$ cat src/brownout_reset_pkg.sv
// Constants, layouts and types shared by the reset sequencing logic
package brownout_reset_pkg;

   // -------------------------------------------------------------------
   // Clock and timing
   // -------------------------------------------------------------------
   localparam int unsigned CLK_HZ          = 10_000_000;
   localparam int unsigned PUD_TIME_MS     = 64;
   localparam int unsigned PUD_CYC         = PUD_TIME_MS * (CLK_HZ / 1000);
   localparam int unsigned DEGLITCH_TIME_US = 2;
   localparam int unsigned DEGLITCH_CYC    =
      (DEGLITCH_TIME_US * (CLK_HZ / 1_000_000) > 0) ?
      DEGLITCH_TIME_US * (CLK_HZ / 1_000_000) : 1;
   localparam int unsigned CNT_W           = 20;

   // -------------------------------------------------------------------
   // Register map (byte addresses)
   // -------------------------------------------------------------------
   localparam logic [1:0] IDX_CTRL_STATUS = 2'h0;  // offset 0x00
   localparam logic [1:0] IDX_CONFIG      = 2'h1;  // offset 0x04
   localparam logic [1:0] IDX_INT_STATUS  = 2'h2;  // offset 0x08
   localparam logic [1:0] IDX_INT_MASK    = 2'h3;  // offset 0x0C

   // Control/status fields
   localparam int unsigned CSR_SW_EN_BIT  = 7;
   localparam int unsigned CSR_READY_BIT  = 0;
   localparam logic        SW_EN_RESET    = 1'b1;

   // Configuration fields
   localparam int unsigned CFG_MODE_LSB   = 0;
   localparam int unsigned CFG_PUD_N_BIT  = 2;
   localparam logic [1:0]  MODE_RESET     = 2'h3;
   localparam logic        PUD_N_RESET    = 1'b0;

   // Interrupt fields
   localparam int unsigned INT_W          = 3;
   localparam int unsigned INT_BOR_BIT    = 0;
   localparam int unsigned INT_PUD_BIT    = 1;
   localparam int unsigned INT_READY_BIT  = 2;
   localparam logic [INT_W-1:0] INT_MASK_RESET = 3'h0;

   // Brown-out mode encodings
   localparam logic [1:0] MODE_ALWAYS_ON   = 2'h3;
   localparam logic [1:0] MODE_OFF_IN_SLEEP = 2'h2;
   localparam logic [1:0] MODE_SW_CTRL     = 2'h1;
   localparam logic [1:0] MODE_ALWAYS_OFF  = 2'h0;

   // Synchroniser lanes
   localparam int unsigned SY_W   = 4;
   localparam int unsigned SY_POR = 0;
   localparam int unsigned SY_LOW = 1;
   localparam int unsigned SY_RDY = 2;
   localparam int unsigned SY_PIN = 3;

   // -------------------------------------------------------------------
   // Types
   // -------------------------------------------------------------------
   typedef enum logic [1:0] {PH_HOLD, PH_WAIT_BOR, PH_DELAY, PH_RUN}
      phase_type;

   typedef struct packed {
      logic [SY_W-1:0]  sync1;
      logic [SY_W-1:0]  sync2;
      phase_type        phase;
      logic [CNT_W-1:0] pud_cnt;
      logic [CNT_W-1:0] dg_cnt;
      logic             sw_en;
      logic [1:0]       mode;
      logic             pud_n;
      logic [INT_W-1:0] int_status;
      logic [INT_W-1:0] int_mask;
      logic             rdy_prev;
      logic             pulse_rst;
      logic             rstn;
      logic             dp_wr;
      logic             dp_ok;
      logic [1:0]       dp_idx;
      logic [31:0]      hrdata;
   } state_type;

endpackage

$ cat src/brownout_powerup_reset_ctrl.sv
// Reset merging, power-up delay and brown-out control with AHB-Lite access
//
// What this block does
// - Reset on power-on, brown-out, pin, watchdog, instruction, stack, prog exit.
// - Power-up delay of nominally 64 ms after power-on or brown-out.
// - Internal reset stays asserted while the power-up delay counts.
// - Delay runs only when its active-low enable is clear; else bypassed.
// - Delay starts only after power-on and brown-out conditions both release.
// - Reset held while the power-on detector reports low supply.
// - Mode 11 always on, 10 off in sleep, 01 software, 00 off.
// - Brown-out reset only after low supply outlasts the deglitch time.
// - Modes 11 and 10 delay start-up until ready and above threshold.
// - Mode 11 keeps protection in sleep and does not delay wake-up.
// - Mode 10 drops protection in sleep; wake-up waits for ready.
// - Mode 01 follows software enable; start-up never waits for detector.
// - Software mode protects once ready; sleep does not change it.
// - Software enable bit 7 always read/write, set by power-on/brown-out.
// - Bit 0 reads detector enabled and ready; bits 6 to 1 read zero.
`timescale 1ns/1ns
`default_nettype none

module brownout_powerup_reset_ctrl #(
   parameter int unsigned POWERUP_DELAY_CYCLES = brownout_reset_pkg::PUD_CYC,
   parameter int unsigned DEGLITCH_CYCLES = brownout_reset_pkg::DEGLITCH_CYC
) (
   input  wire logic        i_ref_clk,         // Device clock, 10 MHz
   input  wire logic        i_resetn,          // Async power-on reset
   input  wire logic        i_por_low,         // Power-on detector, low
   input  wire logic        i_below_threshold, // Supply under brown-out level
   input  wire logic        i_bor_circuit_rdy, // Detector reports ready
   input  wire logic        i_ext_reset_n,     // External reset pin
   input  wire logic        i_wdt_reset,       // Watchdog reset pulse
   input  wire logic        i_reset_instr,     // Reset instruction pulse
   input  wire logic        i_stack_overflow,  // Stack overflow pulse
   input  wire logic        i_stack_underflow, // Stack underflow pulse
   input  wire logic        i_prog_exit,       // Programming mode exit pulse
   input  wire logic        i_sleep,           // Core is in sleep
   input  wire logic        i_hsel,            // AHB select
   input  wire logic [31:0] i_haddr,           // AHB address
   input  wire logic [1:0]  i_htrans,          // AHB transfer type
   input  wire logic        i_hwrite,          // AHB write
   input  wire logic [2:0]  i_hsize,           // AHB size, word only
   input  wire logic        i_hready,          // AHB bus ready
   input  wire logic [31:0] i_hwdata,          // AHB write data
   output logic [31:0]      o_hrdata,          // AHB read data
   output logic             o_hreadyout,       // AHB slave ready
   output logic             o_hresp,           // AHB response, OKAY
   output logic             o_device_reset_n,  // Merged device reset
   output logic             o_brownout_enable, // Enables the detector
   output logic             o_wake_ready,      // Wake-up may proceed
   output logic             o_irq              // Level interrupt
);

   // -------------------------------------------------------------------
   // State and derived levels
   // -------------------------------------------------------------------
   brownout_reset_pkg::state_type st_reg;
   brownout_reset_pkg::state_type st_next;

   logic                                  por_low;
   logic                                  below;
   logic                                  pin_low;
   logic                                  bor_active;
   logic                                  rdy;
   logic                                  bor_cond;
   logic                                  bor_event;
   logic                                  pud_done;
   logic                                  take;
   logic                                  mapped;
   logic [brownout_reset_pkg::INT_W-1:0]  int_set;
   logic [brownout_reset_pkg::INT_W-1:0]  int_clr;

   localparam logic [brownout_reset_pkg::CNT_W-1:0] PUD_LAST =
      brownout_reset_pkg::CNT_W'(POWERUP_DELAY_CYCLES - 1);
   localparam logic [brownout_reset_pkg::CNT_W-1:0] DG_LAST =
      brownout_reset_pkg::CNT_W'(DEGLITCH_CYCLES - 1);

   // Detector on/off by mode, software bit and sleep
   function automatic logic detector_on(input logic [1:0] mode,
                                        input logic       sw_en,
                                        input logic       sleep);
      logic on;
      on = 1'b0;
      unique case (mode)
         brownout_reset_pkg::MODE_ALWAYS_ON:    on = 1'b1;
         brownout_reset_pkg::MODE_OFF_IN_SLEEP: on = !sleep;
         brownout_reset_pkg::MODE_SW_CTRL:      on = sw_en;
         brownout_reset_pkg::MODE_ALWAYS_OFF:   on = 1'b0;
      endcase
      return on;
   endfunction

   // Modes whose start-up waits for the detector
   function automatic logic waits_for_detector(input logic [1:0] mode);
      return (mode == brownout_reset_pkg::MODE_ALWAYS_ON) ||
             (mode == brownout_reset_pkg::MODE_OFF_IN_SLEEP);
   endfunction

   // Register read view
   function automatic logic [31:0] read_view(
         input brownout_reset_pkg::state_type s,
         input logic [1:0]                    idx,
         input logic                          ready);
      logic [31:0] d;
      d = 32'h0000_0000;
      unique case (idx)
         brownout_reset_pkg::IDX_CTRL_STATUS:
         begin
            d[brownout_reset_pkg::CSR_SW_EN_BIT] = s.sw_en;
            d[brownout_reset_pkg::CSR_READY_BIT] = ready;
         end
         brownout_reset_pkg::IDX_CONFIG:
         begin
            d[brownout_reset_pkg::CFG_MODE_LSB +: 2] = s.mode;
            d[brownout_reset_pkg::CFG_PUD_N_BIT]     = s.pud_n;
         end
         brownout_reset_pkg::IDX_INT_STATUS:
            d[brownout_reset_pkg::INT_W-1:0] = s.int_status;
         brownout_reset_pkg::IDX_INT_MASK:
            d[brownout_reset_pkg::INT_W-1:0] = s.int_mask;
      endcase
      return d;
   endfunction

   assign por_low    = st_reg.sync2[brownout_reset_pkg::SY_POR];
   assign below      = st_reg.sync2[brownout_reset_pkg::SY_LOW];
   assign pin_low    = !st_reg.sync2[brownout_reset_pkg::SY_PIN];
   assign bor_active = detector_on(st_reg.mode, st_reg.sw_en, i_sleep);
   // Protection only once the detector is ready, sleep aside
   assign rdy        = bor_active &&
                       st_reg.sync2[brownout_reset_pkg::SY_RDY];
   assign bor_cond   = rdy && below;
   assign bor_event  = bor_cond && (st_reg.phase != brownout_reset_pkg::PH_HOLD)
                       && (st_reg.dg_cnt == DG_LAST);
   assign pud_done   = (st_reg.phase == brownout_reset_pkg::PH_DELAY) &&
                       (st_reg.pud_cnt == PUD_LAST);
   assign take       = i_hsel && i_htrans[1] && i_hready;
   assign mapped     = (i_haddr[31:4] == 28'h000_0000);

   // -------------------------------------------------------------------
   // Next-state logic
   // -------------------------------------------------------------------
   always_comb
   begin
      st_next       = st_reg;
      int_clr       = '0;
      int_set       = '0;
      // Pins and analog levels cross into the clock domain here
      st_next.sync1 = {i_ext_reset_n, i_bor_circuit_rdy, i_below_threshold,
                       i_por_low};
      st_next.sync2 = st_reg.sync1;

      // Deglitch: dips shorter than the filter never trip
      if (!bor_cond || st_reg.phase == brownout_reset_pkg::PH_HOLD)
         st_next.dg_cnt = '0;
      else if (!bor_event)
         st_next.dg_cnt = st_reg.dg_cnt + 1'b1;

      unique case (st_reg.phase)
         brownout_reset_pkg::PH_HOLD:
            if (!por_low && !bor_cond)
               st_next.phase = brownout_reset_pkg::PH_WAIT_BOR;
         brownout_reset_pkg::PH_WAIT_BOR:
            if (!waits_for_detector(st_reg.mode) ||
                (rdy && !below))
            begin
               st_next.pud_cnt  = '0;
               st_next.phase    = st_reg.pud_n ?
                                  brownout_reset_pkg::PH_RUN :
                                  brownout_reset_pkg::PH_DELAY;
            end
         brownout_reset_pkg::PH_DELAY:
            if (pud_done)
               st_next.phase = brownout_reset_pkg::PH_RUN;
            else
               st_next.pud_cnt = st_reg.pud_cnt + 1'b1;
         brownout_reset_pkg::PH_RUN:
            st_next.phase = brownout_reset_pkg::PH_RUN;
      endcase

      // Supply events and programming mode exit restart the whole sequence
      if (por_low || bor_event || i_prog_exit)
      begin
         st_next.phase = brownout_reset_pkg::PH_HOLD;
         st_next.sw_en = brownout_reset_pkg::SW_EN_RESET;
      end

      st_next.pulse_rst = i_wdt_reset || i_reset_instr ||
                          i_stack_overflow || i_stack_underflow;
      // Pin reset does not stop the delay; it only gates the output
      st_next.rstn = (st_next.phase == brownout_reset_pkg::PH_RUN) &&
                     !pin_low && !st_next.pulse_rst;

      // Bus: address phase
      if (take)
      begin
         st_next.dp_wr  = i_hwrite;
         st_next.dp_ok  = mapped;
         st_next.dp_idx = i_haddr[3:2];
         if (!i_hwrite)
         begin
            st_next.hrdata = mapped ?
                             read_view(st_reg, i_haddr[3:2], rdy) :
                             32'h0000_0000;
            if (mapped && i_haddr[3:2] == brownout_reset_pkg::IDX_INT_STATUS)
               int_clr = st_reg.int_status;
         end
      end
      else
         st_next.dp_wr = 1'b0;

      // Bus: data phase of a write
      if (st_reg.dp_wr && st_reg.dp_ok)
      begin
         unique case (st_reg.dp_idx)
            brownout_reset_pkg::IDX_CTRL_STATUS:
               if (!(por_low || bor_event || i_prog_exit))
                  st_next.sw_en =
                     i_hwdata[brownout_reset_pkg::CSR_SW_EN_BIT];
            brownout_reset_pkg::IDX_CONFIG:
            begin
               st_next.mode =
                  i_hwdata[brownout_reset_pkg::CFG_MODE_LSB +: 2];
               st_next.pud_n =
                  i_hwdata[brownout_reset_pkg::CFG_PUD_N_BIT];
            end
            brownout_reset_pkg::IDX_INT_STATUS:
               st_next.int_status = st_reg.int_status;
            brownout_reset_pkg::IDX_INT_MASK:
               st_next.int_mask = i_hwdata[brownout_reset_pkg::INT_W-1:0];
         endcase
      end

      // Events: a set in the same cycle as a read-clear wins
      int_set[brownout_reset_pkg::INT_BOR_BIT]   = bor_event;
      int_set[brownout_reset_pkg::INT_PUD_BIT]   = pud_done;
      int_set[brownout_reset_pkg::INT_READY_BIT] = rdy && !st_reg.rdy_prev;
      st_next.int_status = (st_reg.int_status & ~int_clr) | int_set;
      st_next.rdy_prev   = rdy;
   end

   // -------------------------------------------------------------------
   // State register
   // -------------------------------------------------------------------
   always_ff @(posedge i_ref_clk or negedge i_resetn)
   begin
      if (!i_resetn)
      begin
         st_reg            <= '0;
         st_reg.phase      <= brownout_reset_pkg::PH_HOLD;
         st_reg.sw_en      <= brownout_reset_pkg::SW_EN_RESET;
         st_reg.mode       <= brownout_reset_pkg::MODE_RESET;
         st_reg.pud_n      <= brownout_reset_pkg::PUD_N_RESET;
         st_reg.int_mask   <= brownout_reset_pkg::INT_MASK_RESET;
         st_reg.rstn       <= 1'b0;
      end
      else
         st_reg <= st_next;
   end

   // -------------------------------------------------------------------
   // Outputs
   // -------------------------------------------------------------------
   assign o_hrdata          = st_reg.hrdata;
   assign o_hreadyout       = 1'b1;
   assign o_hresp           = 1'b0;
   assign o_device_reset_n  = st_reg.rstn;
   assign o_brownout_enable = bor_active;
   // Mode 10 holds wake-up until the detector is back
   assign o_wake_ready      =
      (st_reg.mode != brownout_reset_pkg::MODE_OFF_IN_SLEEP) ||
      st_reg.sync2[brownout_reset_pkg::SY_RDY];
   assign o_irq             = |(st_reg.int_status & st_reg.int_mask);
endmodule // brownout_powerup_reset_ctrl

`default_nettype wire

$ cat config.mk
export PLATFORM = sky130hd
export DESIGN_NAME = brownout_powerup_reset_ctrl
export DESIGN_NICKNAME = d
export VERILOG_FILES = /design/src/brownout_reset_pkg.sv /design/src/brownout_powerup_reset_ctrl.sv
export SDC_FILE = /design/constraint.sdc
export NUM_CORES = 1
export LEC_CHECK = 0
export BUFFER_PORTS_ARGS = -buffer_cell sky130_fd_sc_hd__buf_2
export CORE_MARGIN = 4
export CORE_UTILIZATION = 41
export CTS_BUF_LIST = sky130_fd_sc_hd__clkbuf_16
export CTS_CLUSTER_DIAMETER = 50
export CTS_CLUSTER_SIZE = 16
export DETAILED_ROUTE_END_ITERATION = 10
export GPL_TIMING_DRIVEN = 0
export PLACE_DENSITY = 0.67
export SKIP_CTS_REPAIR_TIMING = 1
export SKIP_LAST_GASP = 1
export SLEW_MARGIN = 15
export SYNTH_ARGS = -nofsm -noshare
export SYNTH_HDL_FRONTEND = slang
export SYNTH_SLANG_ARGS = --single-unit
$ cat constraint.sdc
create_clock -name i_ref_clk -period 2.2 [get_ports i_ref_clk]
set_clock_uncertainty 0.1 [all_clocks]
set_input_delay 0.11 -clock i_ref_clk [delete_from_list [all_inputs] [get_ports i_ref_clk]]
set_output_delay 0.11 -clock i_ref_clk [all_outputs]
set_load 0.005 [all_outputs]
* Word level (Yosys, flattened, before mapping)
Index checks and enable logic that the tools add are counted.
** Storage, ports and cells
- Bits in registers :: 98
- Latch bits :: 0
- Memory bits (writable) :: 0
- Memory bits (read-only) :: 0
- Input bits :: 84
- Word-level logic and storage cells :: 108
- Memories kept :: 0
** Operators by class
- Add/sub/neg operators :: 2
- $mul :: 0
- Div/mod/pow operators :: 0
- Magnitude comparators :: 0
- Equal/unequal tests :: 18
- Shift operators :: 0
- Muxes and demuxes :: 25
- Bitwise operators :: 5
- Reduce and logical (&&, ||, !) cells :: 42
** Operator list (number)
- two-way mux 20 bit :: 3
- adder 20 x 1 -> 20 bit (second input constant) :: 2
- case mux 20 bit (2 select lines) :: 1
- zero test 28 bit :: 1
- two-way mux 22 bit :: 1
- == test 20 bit (second input constant) :: 1
- == test 20 x 5 -> 1 bit (second input constant) :: 1
- == test 2 bit (second input constant) :: 8
- two-way mux 3 bit :: 5
- logical AND 1 bit :: 14
- two-way mux 10 bit :: 1
- logical OR 1 bit :: 9
- == test 2 x 1 -> 1 bit (second input constant) :: 4
- zero test 2 bit :: 4
- two-way mux 8 bit :: 1
- case mux 1 bit (4 select lines) :: 2
- case mux 2 bit (4 select lines) :: 1
- zero test 1 bit :: 7
- AND 3 bit :: 2
- two-way mux 1 bit :: 6
- two-way mux 2 bit :: 3
- inequality test 2 bit (second input constant) :: 3
- case mux 2 bit (3 select lines) :: 1
- AND reduction 2 bit :: 3
- 7 further kinds :: 8

* Depth between registers and ports, before layout
- Depth after elaboration :: 12
- Depth in mapped cells :: 6
- Depth with buffers taken out :: 6

* Worst setup path before layout
No wires, ideal clock.
- Path type :: reg2reg
- From :: reg st_reg[52] in the netlist's numbering
- To :: reg st_reg[62] in the netlist's numbering
- Arrival time :: 1.559 ns
- Data required time :: 2.022 ns
- Slack :: 0.463 ns
- Stages on the path, launching flop included :: 6
- Path buffers :: 0
- Path through :: dfrtp_1 > nand2_2 > or2_4 > or3_4 > or3_1 > a21oi_1
** On the way
- Longest elaborated chain between the ends :: 3
** Ends and longest elaborated chain
- from (decl) :: line brownout_powerup_reset_ctrl.sv:57 : brownout_reset_pkg::state_type st_reg;
- from (signal assigned) :: line brownout_powerup_reset_ctrl.sv:258 : st_reg <= st_next;
- adder 20 x 1 -> 20 bit / == test 20 x 5 -> 1 bit (equally long branches) :: line brownout_powerup_reset_ctrl.sv:157, brownout_powerup_reset_ctrl.sv:134
- two-way mux 20 bit / logical AND 1 bit (equally long branches) :: line brownout_powerup_reset_ctrl.sv:156, brownout_powerup_reset_ctrl.sv:134
- two-way mux 20 bit / inequality test 2 x 1 -> 1 bit (equally long branches)
Several ways; a longest one is shown, not always the timed one. The select of a mux whose other input is x is not followed.
A chain may end at the register's enable or synchronous reset.

* Worst setup path in the final report
- From :: reg st_reg[49] in the netlist's numbering
- To :: reg st_reg[65] in the netlist's numbering
The elaborated chain is that of the path after synthesis.

==> results.yml <==
floorplan:
  core-area_sq_um: 8380
  top_level_ports: 122
  die_area_sq_um: 10400
  rows: 33
  dieWidth_um: 102
  initial_utilization: 0.431
  chipHeight_um: 102
place:
  dpl-instance-area_sq_um: 4150
  placed_cells: 556
  dpl_worst_slack_ns: 0.205
  finalWeightedCongestion: 0.797
  portBuffers: 56
  dpl.hpwl_um: 5540
global_route:
  antenna_found_initial: 0
  grt_pass1_vias: 2699
  grt.overflow.total: 0
  pin_count_of_the_biggest_net_entering_global_routing: 39
  gr-usage-all-layers: 0.149
  grt_pass1_wl_um: 12100
sta:
  final.period_utilization: 0.905
  setup_repair_after_global_routing_missed_its_margin: "false"
  postLayoutSetupSlackWorst_ns: 0.210
  max-slew-margin-rel: 0.590
  final_hold_viol_count: 2
  hold-worst-slack_ns: -0.0163
  timing.setup.tns_ns: 0
  max_slew.worst_pin.slew_ns: 0.610
  setup-violations-final: 0
  timing_max_transition_violations_final: 0
  max_freq_mhz: 503
  final_period_minus_worst_setup_slack_ns: 1.99
drt:
  detailroute.via_count: 2835
  drt_first_iter_violations: 109
  routed_wirelength_um: 7510
  routedWlPerCell_um: 12.9
  drc: 0
  drt_first_pass_iters: 4
  antenna_left: 0
  via_per_inst: 4.85
synthesis:
  postSynthAreaPerCell_sq_um: 9.86
  syn-cell-area_sq_um: 3610
  yosys-top-cells-area: "dfrtp_1, buf_4, nor2_1"
  post_synth_inst_count: 366
  number_of_flops_mapped_to_enable_cells_by_yosys: 0
  ys_seq_area_frac: 0.486
  ys_flop_type: "dfrtp_1"
  ys_warn_count: 0
  synth.largest_area_cell: "dfrtp_1"
  synth.distinct_cells: 52
  ys_ff_latch: 70
  postSynth.asyncResetShare: 1.00
  synth_top_area_frac: 0.464
power:
  power.share.clock: 0.461
  vdd_ir_drop_max_mv: 0.476
  combinationalPowerShare: 0.079
  cellInternalPower_mw: 2.22
  power_leakage_nw: 2.06
  power.sequential.fraction: 0.460
  switching_power_uw: 713
  power-per-cell-area_nw_per_um2: 644
  share_of_total_power_consumed_by_net_switching: 0.243
  total_power_mw: 2.93
critical_path:
  worstPathBufferInverterCount: 0
  timing.critical_path.from_type: "register"
  worst-path-stages: 6
  worst-r2r-cell-count: 6
  critical-path-top-cell-by-count: "nand4_1"
  worst-r2r-setup-slack_ns: 0.21
  critPathKind: "register to register"
  r2r_start: "st_reg[49]"
  critPathMaxFanout: 5
  capture_instance_of_the_worst_register_to_register_path: "st_reg[65]"
  timing.critical_path.arrival_ns: 2.09
  slowest_cell_on_the_critical_path: "nor3_1"
  worstSetupEndpointType: "register"
  required_ns: 2.30
  max_stage_delay_ns: 0.52
  timing.critical_path.max_delay_family: "simple AND/OR/NAND/NOR gates"
  crit_chain: "ha_1 -> nand4_1 -> nor3_1 -> nand4_1 -> xor2_1 -> nor2_1"
min_path:
  whs_endpoint: "st_reg[48]"
  whs_path_depth: 3
  worst_hold_path_type: "input port to register"
  holdCritStartpoint: "i_hwdata[7]"
job:
  maxCapViolCount: 0
final_layout:
  synthToLayoutAreaGrowth_pct: 26.1
  flip_flop_count_of_the_largest_register_after_layout: 59
  layout-drive-gt1-share: 0.269
  nFillCells: 762
  instances_no_fill: 584
  post_route_cell_area_sq_um: 4550
  design.final.nets: 560
  diode_count: 0
clock_network:
  tritoncts_num_sinks: 70
  cts.path.max_buffers: 2
  cts_made_buffers: 9
  tritoncts: "built"
  clock_tree.root_cell: "clkbuf_16"
  cts_htree_levels: 3
  insertion_delay_ns: 0.33
  clkSlewWorstSetupHoldPaths_ns: 0.06
status:
  outcome: "finished with violations"
  violations: "hold timing"
## worst reg2reg max path: stages (launching register included)
cell     delay (ns)
dfrtp_1        0.40
ha_1           0.25
nand4_1        0.19
nor3_1         0.52
nand4_1        0.18
xor2_1         0.16
nor2_1         0.05
## cells in the mapped netlist, types with 2 or more instances
cell type and count:
dfrtp_1 67, nor2_1 44, buf_4 34, nand2_1 26
nand3_1 18, xor2_1 17, nor4_1 15, nand4_1 14
nor3_1 12, inv_1 10, mux2_2 10, o21ai_0 9
xnor2_1 8, a21oi_1 6, clkbuf_1 6, mux2i_1 6
o211ai_1 6, nand3b_1 4, nor2b_1 4, dfstp_2 3
nand2b_1 3, or3_1 3, or4_1 3, a21o_1 2
a22oi_1 2, and3_1 2, conb_1 2, ha_1 2
nand4b_1 2, o2bb2ai_1 2, o31ai_1 2, or3_4 2
## worst max-delay path by stage
stage               slack (ns)               end        from
floorplan                 0.46        st_reg[62]  st_reg[52]
global placement          0.20  o_device_reset_n  st_reg[74]
detailed placement        0.20  o_device_reset_n  st_reg[74]
CTS                       0.19  o_device_reset_n  st_reg[74]
global route              0.03        st_reg[78]  st_reg[89]
finish                    0.21        st_reg[65]  st_reg[49]
## cell type report
class	count	area, sq um	share of cell area
flip-flops and latches	70	1760	0.386
multi-input cells	274	1640	0.361
clock buffers	9	225	0.0495
well taps	105	131	0.0289
clock inverters	7	56.3	0.0124
repair buffers	69	423	0.0929
plain buffers	40	278	0.0610
inverters	10	37.5	0.00825
## layer usage
metal	track usage	vias to the layer above	wire (um)
met5	0	-	0
met4	0.0777	0	123
met3	0.0266	12	297
met2	0.243	46	3670
met1	0.190	1326	3420
li1	-	1451	-
## power by group through the flow
stage                     sequential, mW  clock (mW)  combinational (mW)
after floorplan                     1.36           0               0.122
after global routing                1.35        1.44               0.261
final                               1.35        1.35               0.232
after global placement              1.37           0               0.206
after CTS                           1.35        1.38               0.217
after detailed placement            1.37           0               0.216
## logic make-up after synthesis
family	count (synthesis)	share of synthesized area
other	2	0.00208
AND/OR/NAND/NOR	162	0.235
multiplexers	16	0.0478
adder cells (fa/ha/maj)	2	0.00693
buffers and inverters	50	0.0873
XOR/XNOR	25	0.0607
flip-flops	70	0.486
AO/OA/AOI/OAI	39	0.0735
## metrics by stage
| step | hold slack [ns] | util |
|---|---|---|
| after CTS | -0.379 | 0.529 |
| after global placement | 0.121 | 0.492 |
| final | -0.0163 | 0.543 |
| after global routing | 0.0162 | 0.543 |
| after floorplan | -0.286 | - |
| after detailed placement | -0.0244 | 0.495 |
## cells in the final DEF, fill, tap and decap left out, types with 10 or more instances in the layout
cell           count
buf_2             55
buf_4             35
conb_1            30
dfrtp_1           67
dlygate4sd3_1     12
inv_1             10
mux2_2            10
nand2_1           26
nand3_1           18
nand4_1           14
nor2_1            44
nor3_1            12
nor4_1            15
xor2_1            17
No activity file was read; power rests on OpenSTA's default activity.
